==> src/design/arb_params.svh <==
`ifndef ARB_PARAMS_SVH
`define ARB_PARAMS_SVH

// ==========================================================
// Register offsets (7-bit SPI address)
`define ARB_LAST_LONG_ADDR 7'h1b
`define ARB_LAST_SHORT_ADDR 7'h0d
`define ARB_TAMPER_CTRL_ADDR 7'h20
`define ARB_CURRENT1_CTRL_ADDR 7'h21

// ==========================================================
// Byte slots inside one channel group of four
`define ARB_SLOT_TAG 2'd0
`define ARB_SLOT_HIGH 2'd1
`define ARB_SLOT_MID 2'd2
`define ARB_SLOT_LOW 2'd3

// ==========================================================
// Control register fields and reset value
`define ARB_ON_BIT 0
`define ARB_TEMP_BIT 1
`define ARB_GAIN_LSB 4
`define ARB_GAIN_MSB 5
`define ARB_CTRL_RESET 8'h00

// ==========================================================
// Channel tags; tamper tag sits in bits 3:0 of its register
`define ARB_TAMPER_TAG 4'h1
`define ARB_CURRENT1_TAG 8'h02
`define ARB_VOLTAGE1_TAG 8'h03
`define ARB_CURRENT2_TAG 8'h04
`define ARB_VOLTAGE2_TAG 8'h05
`define ARB_CURRENT3_TAG 8'h06
`define ARB_VOLTAGE3_TAG 8'h07
`define ARB_NUM_CHANNELS 7

// ==========================================================
// Converter start-up time before the on bit reads back as one
`define ARB_ON_TIME_US 768
`define ARB_CLK_MHZ 125
`define ARB_ON_CYCLES (`ARB_ON_TIME_US * `ARB_CLK_MHZ)

`endif

==> src/design/arb_pkg.sv <==
package arb_pkg;

  // ==========================================================
  // Serial frame phases
  typedef enum logic [2:0] {
    ARB_IDLE = 3'b001,
    ARB_ADDR = 3'b010,
    ARB_DATA = 3'b100
  } arb_state_t;

  // ==========================================================
  // Converter input stage gain
  typedef enum logic [1:0] {
    gain_times_one = 2'h0,
    gain_times_two = 2'h1,
    gain_times_four = 2'h2,
    gain_times_eight = 2'h3
  } arb_gain_t;

endpackage

==> src/design/arb_sync2.sv <==
`timescale 1ns/1ns
// Two-stage synchroniser for a pin input
module arb_sync2 (
  input wire logic clk,
  input wire logic rstn,
  input wire logic d,
  output logic q
);
  logic meta;

  // ==========================================================
  // Register both stages; only the second stage is read outside
  always_ff @(posedge clk) begin
    if (!rstn) begin
      meta <= 1'b0;
      q <= 1'b0;
    end else begin
      meta <= d;
      q <= meta;
    end
  end
endmodule // arb_sync2

==> src/design/arb_on_delay.sv <==
`timescale 1ns/1ns
`include "arb_params.svh"
// Holds off the readback of an enable until start-up time passes
module arb_on_delay #(
  parameter int COUNT = `ARB_ON_CYCLES
) (
  input wire logic clk,
  input wire logic rstn,
  input wire logic on_in,
  output logic on_seen
);
  localparam int CW = $clog2(COUNT + 1);
  logic [CW-1:0] cnt;
  logic [CW-1:0] next_cnt;
  logic next_on_seen;

  // ==========================================================
  // Count while enabled; clearing the enable drops the flag at once
  always_comb begin
    next_cnt = cnt;
    next_on_seen = on_seen;
    if (!on_in) begin
      next_cnt = '0;
      next_on_seen = 1'b0;
    end else if (cnt == CW'(COUNT - 1)) begin
      next_on_seen = 1'b1;
    end else begin
      next_cnt = cnt + 1'b1;
    end
  end

  always_ff @(posedge clk) begin
    if (!rstn) begin
      cnt <= '0;
      on_seen <= 1'b0;
    end else begin
      cnt <= next_cnt;
      on_seen <= next_on_seen;
    end
  end

  // ==========================================================
  // Checks
  AST_ON_NOT_EARLY: assert property (@(posedge clk) disable iff (!rstn)
    $rose(on_in) |=> !on_seen [*8])
    else $error("enable read back as one too early");
  AST_ON_DROPS: assert property (@(posedge clk) disable iff (!rstn)
    $fell(on_in) |=> !on_seen)
    else $error("readback stayed one after disable");
  COV_ON_SEEN: cover property (@(posedge clk) disable iff (!rstn) $rose(on_seen));
endmodule // arb_on_delay

==> src/design/arb_result_bank.sv <==
`timescale 1ns/1ns
`include "arb_params.svh"
// Notes on behaviour
// Each result shows as high, mid, low bytes
// Tag registers return fixed channel identifiers
// Short mode hides tags and low bytes
// High and mid byte addresses follow mode
// Upper channels exist only in larger variants
// Enable reads back one after 768 us
// Tamper temp-select bit picks sensor input
// Host waits for settled flag before writing
// Two-bit gain field sets x1 to x8
// On bit 0, temp bit 1, gain 5:4
// Short mode packs high/mid bytes from zero
// Tamper tag carries data-settled flag
module arb_result_bank
  import arb_pkg::*;
#(
  parameter int NUM_CHANNELS = `ARB_NUM_CHANNELS,
  parameter int ON_CYCLES = `ARB_ON_CYCLES
) (
  input wire logic clk,
  input wire logic rstn,
  input wire logic ncs,
  input wire logic sclk,
  input wire logic mosi,
  output logic miso,
  output logic miso_oe,
  input wire logic [167:0] result_in,
  input wire logic result_load,
  input wire logic short_result_mode,
  input wire logic data_settled,
  output logic tamper_converter_on,
  output logic temp_sensor_select,
  output arb_gain_t tamper_gain,
  output logic current1_converter_on,
  output arb_gain_t current1_gain
);

  // ==========================================================
  // Pin synchronisers
  logic cs_s;
  logic sclk_s;
  logic mosi_s;
  logic sclk_d;
  logic sclk_rise;
  logic sclk_fall;
  arb_sync2 u_sync_ncs (.clk(clk), .rstn(rstn), .d(~ncs), .q(cs_s)); // Inverted: reset value reads deselected
  arb_sync2 u_sync_sclk (.clk(clk), .rstn(rstn), .d(sclk), .q(sclk_s));
  arb_sync2 u_sync_mosi (.clk(clk), .rstn(rstn), .d(mosi), .q(mosi_s));
  // Edge finder works on the synchronised clock only
  always_ff @(posedge clk) begin
    if (!rstn) begin
      sclk_d <= 1'b0;
    end else begin
      sclk_d <= sclk_s;
    end
  end
  assign sclk_rise = sclk_s & ~sclk_d;
  assign sclk_fall = ~sclk_s & sclk_d;
  // ==========================================================
  // Conversion results
  logic [23:0] res [`ARB_NUM_CHANNELS];
  logic [23:0] next_res [`ARB_NUM_CHANNELS];

  // Whole set loads together so a burst sees one frame
  always_comb begin
    for (int i = 0; i < `ARB_NUM_CHANNELS; i++) begin
      next_res[i] = res[i];
      if (result_load) begin
        next_res[i] = result_in[i*24 +: 24];
      end
    end
  end

  always_ff @(posedge clk) begin
    if (!rstn) begin
      for (int i = 0; i < `ARB_NUM_CHANNELS; i++) begin
        res[i] <= 24'h000000;
      end
    end else begin
      for (int i = 0; i < `ARB_NUM_CHANNELS; i++) begin
        res[i] <= next_res[i];
      end
    end
  end

  // ==========================================================
  // Converter start-up timers
  logic tamper_on_seen;
  logic current1_on_seen;
  arb_on_delay #(.COUNT(ON_CYCLES)) u_tamper_on (
    .clk(clk),
    .rstn(rstn),
    .on_in(tamper_converter_on),
    .on_seen(tamper_on_seen)
  );
  arb_on_delay #(.COUNT(ON_CYCLES)) u_current1_on (
    .clk(clk),
    .rstn(rstn),
    .on_in(current1_converter_on),
    .on_seen(current1_on_seen)
  );
  // ==========================================================
  // Read decode
  logic [6:0] addr;
  logic [7:0] read_byte;
  logic [2:0] rd_ch;
  logic [1:0] rd_slot;
  logic rd_hit;
  // Tag of a non-tamper channel
  function automatic logic [7:0] chan_tag(input logic [2:0] ch);
    logic [7:0] t;
    t = 8'h00;
    unique case (ch)
      3'd1: t = `ARB_CURRENT1_TAG;
      3'd2: t = `ARB_VOLTAGE1_TAG;
      3'd3: t = `ARB_CURRENT2_TAG;
      3'd4: t = `ARB_VOLTAGE2_TAG;
      3'd5: t = `ARB_CURRENT3_TAG;
      3'd6: t = `ARB_VOLTAGE3_TAG;
      default: t = 8'h00;
    endcase
    return t;
  endfunction

  // Address map shifts with the short-result mode
  always_comb begin
    read_byte = 8'h00;
    rd_ch = 3'd0;
    rd_slot = `ARB_SLOT_TAG;
    rd_hit = 1'b0;
    if (short_result_mode) begin
      // Tags and low bytes have no address here
      if (addr <= `ARB_LAST_SHORT_ADDR) begin
        rd_ch = addr[3:1];
        rd_slot = addr[0] ? `ARB_SLOT_MID : `ARB_SLOT_HIGH;
        rd_hit = 1'b1;
      end
    end else if (addr <= `ARB_LAST_LONG_ADDR) begin
      rd_ch = addr[4:2];
      rd_slot = addr[1:0];
      rd_hit = 1'b1;
    end
    // Channels beyond the variant read as zero
    if (rd_hit && int'(rd_ch) < NUM_CHANNELS) begin
      unique case (rd_slot)
        `ARB_SLOT_TAG: begin
          if (rd_ch == 3'd0) begin
            read_byte = {2'b00, data_settled, temp_sensor_select, `ARB_TAMPER_TAG};
          end else begin
            read_byte = chan_tag(rd_ch);
          end
        end
        `ARB_SLOT_HIGH: read_byte = res[rd_ch][23:16];
        `ARB_SLOT_MID: read_byte = res[rd_ch][15:8];
        `ARB_SLOT_LOW: read_byte = res[rd_ch][7:0];
      endcase
    end else if (addr == `ARB_TAMPER_CTRL_ADDR) begin
      read_byte = {2'b00, tamper_gain, 2'b00, temp_sensor_select, tamper_on_seen};
    end else if (addr == `ARB_CURRENT1_CTRL_ADDR) begin
      read_byte = {2'b00, current1_gain, 3'b000, current1_on_seen};
    end
  end

  // ==========================================================
  // Serial frame engine
  arb_state_t state;
  arb_state_t next_state;
  logic [2:0] bit_cnt;
  logic [2:0] next_bit_cnt;
  logic [7:0] rx;
  logic [7:0] next_rx;
  logic [6:0] next_addr;
  logic rd_op;
  logic next_rd_op;
  logic [7:0] tx;
  logic [7:0] next_tx;
  logic next_miso;
  logic next_miso_oe;
  logic wr_en;
  logic [7:0] wr_data;

  // Sample on falling edges, shift out on rising edges
  always_comb begin
    next_state = state;
    next_bit_cnt = bit_cnt;
    next_rx = rx;
    next_addr = addr;
    next_rd_op = rd_op;
    next_tx = tx;
    next_miso = miso;
    next_miso_oe = 1'b0;
    wr_en = 1'b0;
    wr_data = {rx[6:0], mosi_s};
    if (!cs_s) begin
      // Partial byte is dropped: nothing written, nothing sent
      next_state = ARB_IDLE;
      next_bit_cnt = 3'd0;
      next_miso = 1'b0;
    end else begin
      unique case (state)
        ARB_IDLE: begin
          next_state = ARB_ADDR;
          next_bit_cnt = 3'd0;
        end
        ARB_ADDR: begin
          if (sclk_fall) begin
            next_rx = wr_data;
            next_bit_cnt = bit_cnt + 3'd1;
            if (bit_cnt == 3'd7) begin
              next_rd_op = wr_data[7];
              next_addr = wr_data[6:0];
              next_state = ARB_DATA;
            end
          end
        end
        ARB_DATA: begin
          next_miso_oe = rd_op;
          if (sclk_fall) begin
            next_rx = wr_data;
            next_bit_cnt = bit_cnt + 3'd1;
            if (bit_cnt == 3'd7) begin
              wr_en = ~rd_op;
              next_addr = addr + 7'd1;
            end
          end else if (sclk_rise && rd_op) begin
            if (bit_cnt == 3'd0) begin
              next_miso = read_byte[7];
              next_tx = {read_byte[6:0], 1'b0};
            end else begin
              next_miso = tx[7];
              next_tx = {tx[6:0], 1'b0};
            end
          end
        end
      endcase
    end
  end

  always_ff @(posedge clk) begin
    if (!rstn) begin
      state <= ARB_IDLE;
      bit_cnt <= 3'd0;
      rx <= 8'h00;
      addr <= 7'h00;
      rd_op <= 1'b0;
      tx <= 8'h00;
      miso <= 1'b0;
      miso_oe <= 1'b0;
    end else begin
      state <= next_state;
      bit_cnt <= next_bit_cnt;
      rx <= next_rx;
      addr <= next_addr;
      rd_op <= next_rd_op;
      tx <= next_tx;
      miso <= next_miso;
      miso_oe <= next_miso_oe;
    end
  end

  // ==========================================================
  // Control registers
  logic next_tamper_on;
  logic next_temp_sel;
  arb_gain_t next_tamper_gain;
  logic next_current1_on;
  arb_gain_t next_current1_gain;
  localparam logic [7:0] CTRL_RST = `ARB_CTRL_RESET;
  // Tamper register is not guarded here; the host waits for settle
  always_comb begin
    next_tamper_on = tamper_converter_on;
    next_temp_sel = temp_sensor_select;
    next_tamper_gain = tamper_gain;
    next_current1_on = current1_converter_on;
    next_current1_gain = current1_gain;
    if (wr_en && addr == `ARB_TAMPER_CTRL_ADDR) begin
      next_tamper_on = wr_data[`ARB_ON_BIT];
      next_temp_sel = wr_data[`ARB_TEMP_BIT];
      next_tamper_gain = arb_gain_t'(wr_data[`ARB_GAIN_MSB:`ARB_GAIN_LSB]);
    end
    if (wr_en && addr == `ARB_CURRENT1_CTRL_ADDR) begin
      next_current1_on = wr_data[`ARB_ON_BIT];
      next_current1_gain = arb_gain_t'(wr_data[`ARB_GAIN_MSB:`ARB_GAIN_LSB]);
    end
  end
  always_ff @(posedge clk) begin
    if (!rstn) begin
      tamper_converter_on <= CTRL_RST[`ARB_ON_BIT];
      temp_sensor_select <= CTRL_RST[`ARB_TEMP_BIT];
      tamper_gain <= arb_gain_t'(CTRL_RST[`ARB_GAIN_MSB:`ARB_GAIN_LSB]);
      current1_converter_on <= CTRL_RST[`ARB_ON_BIT];
      current1_gain <= arb_gain_t'(CTRL_RST[`ARB_GAIN_MSB:`ARB_GAIN_LSB]);
    end else begin
      tamper_converter_on <= next_tamper_on;
      temp_sensor_select <= next_temp_sel;
      tamper_gain <= next_tamper_gain;
      current1_converter_on <= next_current1_on;
      current1_gain <= next_current1_gain;
    end
  end

  // ==========================================================
  // Checks
  AST_LONG_HIGH: assert property (@(posedge clk) disable iff (!rstn)
    !short_result_mode && addr == 7'h05 |-> read_byte == res[1][23:16])
    else $error("current1 high byte misread");
  AST_TAG_V1: assert property (@(posedge clk) disable iff (!rstn)
    !short_result_mode && addr == 7'h08 |-> read_byte == 8'h03)
    else $error("voltage1 tag wrong");
  AST_SHORT_HIDE: assert property (@(posedge clk) disable iff (!rstn)
    short_result_mode && (addr == 7'h0f || addr == 7'h18) |-> read_byte == 8'h00)
    else $error("hidden byte readable in short mode");
  AST_SHORT_MID: assert property (@(posedge clk) disable iff (!rstn)
    short_result_mode && addr == 7'h03 |-> read_byte == res[1][15:8])
    else $error("short mode mid byte misplaced");
  AST_SHORT_LAST: assert property (@(posedge clk) disable iff (!rstn)
    short_result_mode && addr == 7'h0c |-> read_byte == res[6][23:16])
    else $error("short mode packing wrong");
  AST_TEMP_WRITE: assert property (@(posedge clk) disable iff (!rstn)
    wr_en && addr == `ARB_TAMPER_CTRL_ADDR |=> temp_sensor_select == $past(wr_data[1]))
    else $error("temp select not written");
  AST_GAIN_WRITE: assert property (@(posedge clk) disable iff (!rstn)
    wr_en && addr == `ARB_CURRENT1_CTRL_ADDR |=> current1_gain == $past(wr_data[5:4]))
    else $error("gain not written");
  AST_CTRL_ZERO: assert property (@(posedge clk) disable iff (!rstn)
    addr == `ARB_CURRENT1_CTRL_ADDR |-> read_byte[7:6] == 2'b00 && read_byte[3:1] == 3'b000)
    else $error("unused control bits not zero");
  AST_SETTLED: assert property (@(posedge clk) disable iff (!rstn)
    !short_result_mode && addr == 7'h00 |-> read_byte[5] == data_settled && read_byte[3:0] == 4'h1)
    else $error("tamper tag settle flag wrong");
  COV_READ_BYTE: cover property (@(posedge clk) disable iff (!rstn)
    state == ARB_DATA && rd_op && sclk_fall && bit_cnt == 3'd7);
  COV_WRITE_CTRL: cover property (@(posedge clk) disable iff (!rstn) wr_en);
  COV_SHORT_READ: cover property (@(posedge clk) disable iff (!rstn)
    short_result_mode && miso_oe && sclk_rise);
endmodule // arb_result_bank

==> config.mk <==
export PLATFORM = sky130hd
export DESIGN_NAME = arb_result_bank
export DESIGN_NICKNAME = d
export VERILOG_FILES = /design/src/design/arb_pkg.sv /design/src/design/arb_sync2.sv /design/src/design/arb_on_delay.sv /design/src/design/arb_result_bank.sv
export VERILOG_INCLUDE_DIRS = /design/src /design/src/design
export SDC_FILE = /design/constraint.sdc
export NUM_CORES = 1
export LEC_CHECK = 0
export ABC_AREA = 0
export BUFFER_PORTS_ARGS = -buffer_cell sky130_fd_sc_hd__clkbuf_2
export CAP_MARGIN = 20
export CORE_ASPECT_RATIO = 0.7
export CORE_MARGIN = 1
export CORE_UTILIZATION = 24
export CTS_BUF_LIST = sky130_fd_sc_hd__clkbuf_8 sky130_fd_sc_hd__clkbuf_16
export DETAILED_ROUTE_END_ITERATION = 8
export PLACE_DENSITY = 0.51
export RECOVER_POWER = 50
export SYNTH_ARGS = -nofsm -noshare
export SYNTH_HDL_FRONTEND = slang
export SYNTH_HIERARCHICAL = 1
export SYNTH_SLANG_ARGS = --single-unit
==> constraint.sdc <==
create_clock -name clk -period 7.67 [get_ports clk]
set_clock_uncertainty 0.05 [all_clocks]
set_input_delay 0.767 -clock clk [delete_from_list [all_inputs] [get_ports clk]]
set_output_delay 0.767 -clock clk [all_outputs]
set_load 0.05 [all_outputs]
* Yosys cells after proc, flatten, opt, wreduce, memory -nomap -nowiden *
Memories as Yosys holds them, arrays and structs flattened.
Index checks and enable logic that the tools add are counted.

word-level totals
  flip-flop bits (word level) = 81
  memories kept = 1
  word-level logic and storage cells = 138
  memory bits (writable) = 168

cells by class
  equality and inequality tests = 23
  $lt $le $gt $ge = 3
  reduce and logical (&&, ||, !) cells = 21
  bitwise operators = 14
  add/sub/neg operators = 4
  mux-type cells = 48

memory list
  name  words  width  read ports  clocked after memory_dff  wr ports  RTL line               RTL
  res   7      24     1           0                         7         arb_result_bank.sv:63  logic [23:0] res [`ARB_NUM_CHANNELS];

operator list
  cell                                                             number
  two-way mux 24 bit                                               14
  adder 17 x 1 -> 17 bit (second input constant)                   2
  == test 17 bit (second input constant)                           2
  case mux 8 bit (4 select lines)                                  1
  two-way mux 7 bit                                                4
  two-way mux 3 bit                                                6
  two-way mux 6 bit                                                3
  case mux 3 bit (6 select lines)                                  1
  two-way mux 8 bit                                                2
  == test 3 bit (second input constant)                            5
  == test 7 x 6 -> 1 bit (second input constant)                   2
  case mux 7 bit (2 select lines)                                  1
  case mux 3 bit (2 select lines)                                  2
  AND reduction 3 bit                                              4
  two-way mux 1 bit                                                10
  == test 3 x 2 -> 1 bit (second input constant)                   3
  two-way mux 2 bit                                                4
  inequality test 2 bit (second input constant)                    4
  AND reduction 2 bit                                              4
  AND reduction 4 bit                                              2
  adder 7 x 1 -> 7 bit (second input constant)                     1
  less-or-equal comparator 7 x 4 -> 1 bit (second input constant)  1
  less-or-equal comparator 7 x 5 -> 1 bit (second input constant)  1
  bitwise OR 1 bit                                                 7
  other kinds (15)                                                 27

* Depth between registers and ports, before layout *
  depth in word-level cells = 9
  mapped depth = 15

* Cells and area by module *
The synthesis kept the hierarchy.

by module, submodules not included
  module           instances  seq. area each (um2)  cells each  area an instance (um2)
  arb_result_bank  1          5805.6                886         10243.6
  arb_on_delay     2          360.3                 101         853.3
  arb_sync2        3          40.0                  4           52.6

* Least setup slack after synthesis *
Ideal clock, no wire load.

  path kind = input to register
  start = input result_load
  end = memory res[0][0] (enable)
  stages on the path = 3
  data arrival time = 5.344 ns
  library setup time = 0.558 ns
  slack = 1.719 ns
  buffers on the path = 2
  cells stage by stage = clkbuf_1 clkbuf_1 nand2b_1

RTL lines
  element          RTL line               RTL
  start, declared  arb_result_bank.sv:30  input wire logic result_load,
  end, declared    arb_result_bank.sv:63

* Worst setup path in the final report *
  start = input rstn
  end = register bit_cnt[0]

between the ends
  cells in the longest elaborated chain, start to end = 1

RTL lines
  element                               RTL line                RTL
  start, declared                       arb_result_bank.sv:23   input wire logic rstn,
  AND reduction 2 bit (no source line)  --
  end signal, assigned                  arb_result_bank.sv:253  bit_cnt <= next_bit_cnt;
  end, declared                         arb_result_bank.sv:170  logic [2:0] bit_cnt;

No other way between the ends.
A chain may end at the register's enable or synchronous reset.

==> results_dict.tcl <==
set metrics [dict create \
    detail-route-antenna-nets 0 \
    nNetsFinal 1429 \
    hp-class "in2reg" \
    leakage_nw 5.83 \
    fin_setup_tns_ns 0 \
    outcome "finished with violations" \
    violations "max-capacitance violations, max-slew violations" \
    start_util 0.245 \
    vdd_drop_max_v 0.000126 \
    crit_start "rstn" \
    slew_headroom -1.67 \
    io_buffers 184 \
    power.density_nw_per_um2 204 \
    hold_viol 0 \
    cts-root-buf "clkbuf_16" \
    viasPerCell 4.84 \
    gp_congestion 0.884 \
    wire_per_inst_microns 19.9 \
    path_class "in2reg" \
    hpwl_mm 27.5 \
    drc_errors 0 \
    critPathMaxFanout 86 \
    cts_tree "done" \
    dr.pass1.iters 5 \
    rr_startpoint "addr[1]" \
    cts_hold_buf 0 \
    cpPeakStageDelay_ns 2.20 \
    multi_input_area_sq_um 5030 \
    die_x_microns 270 \
    crit_buf_inv 2 \
    cts_buffer_depth 3 \
    yosysWarnings 6 \
    arrival_ns 5.22 \
    period_share 0.626 \
    drive_above_1_share 0.220 \
    area_growth_pct 18.9 \
    synth_seq_area_share 0.549 \
    final_area_sq_um 14400 \
    final_cell_mix "clkbuf_2 (182), edfxtp_1 (168), and3_1 (160)" \
    finalSetupViolCount 0 \
    core_area_sq_um 49500 \
    fill_cells 5193 \
    grt_pass1_wl_mm 56.9 \
    cts_setup_buffers 0 \
    synthDistinctLibCells 77 \
    period_needed_ns 4.80 \
    cp_slowest_cell "clkbuf_1" \
    grt_pass1_vias 8818 \
    syn_area_per_cell_sq_um 11.0 \
    mappedNetlistNets 1288 \
    required_ns 8.09 \
    synth_cells 1100 \
    start_kind "input port" \
    rsz0062_at_grt "false" \
    synthArstFlopShare 0 \
    drt-total-wl_mm 38.2 \
    r2r_slack_ns 3.67 \
    grt_max_degree 119 \
    numCtsBuffers 26 \
    synth_edf_count 168 \
    tightest_slew_ns 4.01 \
    fin_cells 1926 \
    final_common_cell "clkbuf_2" \
    die-height_microns 190 \
    crit_family "buffers and inverters" \
    vias 9325 \
    htreeDepth 1 \
    yosysTopAreaCellShare 0.417 \
    crit_top_cell "clkbuf_1" \
    final_max_slew_viol_count 272 \
    initialDrtViolationCount 765 \
    io_pins 185 \
    insertion_delay_ns 0.54 \
    dpl_cell_area_sq_um 13600 \
    grt_overflow 0 \
    drv_cap 3 \
    ys_seq_elements 248 \
    cts.sinks 248 \
    rows 68 \
    syn-cell-area_sq_um 12100 \
    dp.cells 1878 \
    antenna_found_initial 1 \
    ctsResizeCount 0 \
    ys.flop_type "edfxtp_1" \
    yosysTopAreaCell "edfxtp_1" \
    crit_path_cell_trace "clkbuf_1, clkbuf_1, nand2_1, or3_1, nor2_1" \
    regArea_sq_um 6650 \
    grt.total_usage 0.146 \
    endpoint_kind "flop" \
    synthTopCellsByArea "edfxtp_1 (42%), dfxtp_1 (13%), and3_1 (8.3%), mux2i_1 (2.7%), nand2_1 (2.3%)" \
    die_area_sq_um 51400 \
    hold_start "mosi" \
    max_freq_ghz 0.208 \
    path_clk_slew_ns 0.06 \
    antenna_cells 0 \
]
[synthesized netlist by cell type, types with 20 or more instances]
master,n
a21oi_1,54
dfxtp_1,80
and2_1,43
mux2i_1,33
a211oi_1,25
edfxtp_1,168
nor2_1,42
buf_2,20
nand2_1,73
and3_1,160
o21ai_0,33
clkbuf_1,56
nand3_1,39
[metrics by stage]
step / util / setup WS (ns) / power (mW) / hold slack (ns)
2_1_floorplan: - / 1.72 / 1.65 / 0.355
3_3_place_gp: 0.275 / 3.65 / 1.76 / 0.380
3_5_place_dp: 0.275 / 3.66 / 1.76 / 0.379
4_1_cts: 0.291 / 3.73 / 2.98 / 0.363
5_1_grt: 0.291 / 2.47 / 3.06 / 0.374
6_report: 0.291 / 2.87 / 2.94 / 0.388
[area by class of cell]
cell class / count / area share
sequential: 248 / 0.462
timing repair buffer: 199 / 0.0713
tap: 665 / 0.0578
inverter: 15 / 0.00408
clock inverter: 21 / 0.00947
multi-input combinational: 751 / 0.350
clock buffer: 27 / 0.0461
[registers in the layout, summed over array words and instances (netlist names), 2 cells and up]
register and count:
res 168, tx 7, current1_gain 2, addr 7, u_tamper_on/cnt 17, rx 7, bit_cnt 3, tamper_gain 2
u_current1_on/cnt 17, state 3
[power by group]
part | switching [mW] | internal [mW]
Clock | 0.547 | 0.662
Sequential | 0.0338 | 1.51
Combinational | 0.103 | 0.0798
Total | 0.684 | 2.25
[kinds of logic (layout without fill, tap and decap cells)]
kind of cell	after synthesis	count (layout)	synth area share
compound gates	214	214	0.121
flops	248	248	0.549
xor+xnor	10	10	0.00723
simple gates	459	459	0.219
buf+inv	101	262	0.0358
fa+ha+maj	12	12	0.0124
mux	56	56	0.0552
[path summary, 6_finish.rpt]
path,endpoint,cells after the start
worst max-delay path,bit_cnt[0],5
worst min-delay path,u_sync_mosi/meta,2
worst max register to register,tx[5],10
worst min register to register,u_sync_ncs/q,1
[routing by layer]
metal / global-route usage / share of wire / up-vias
met4: 0.0278 / 0.017 / 0
met2: 0.220 / 0.44 / 282
met5: 0 / 0 / -
met1: 0.217 / 0.49 / 4530
met3: 0.0271 / 0.056 / 51
li1: - / - / 4462
[worst register-to-register path: cells and delay by family (launching register included)]
kind	cells	cell delay (ns)
AO/OA/AOI/OAI	3	0.67
flip-flops	1	0.61
multiplexers	1	0.56
adder cells (fa/ha/maj)	1	0.34
AND/OR/NAND/NOR	2	0.55
buffers and inverters	3	1.11
No activity file was read; power rests on OpenSTA's default activity.
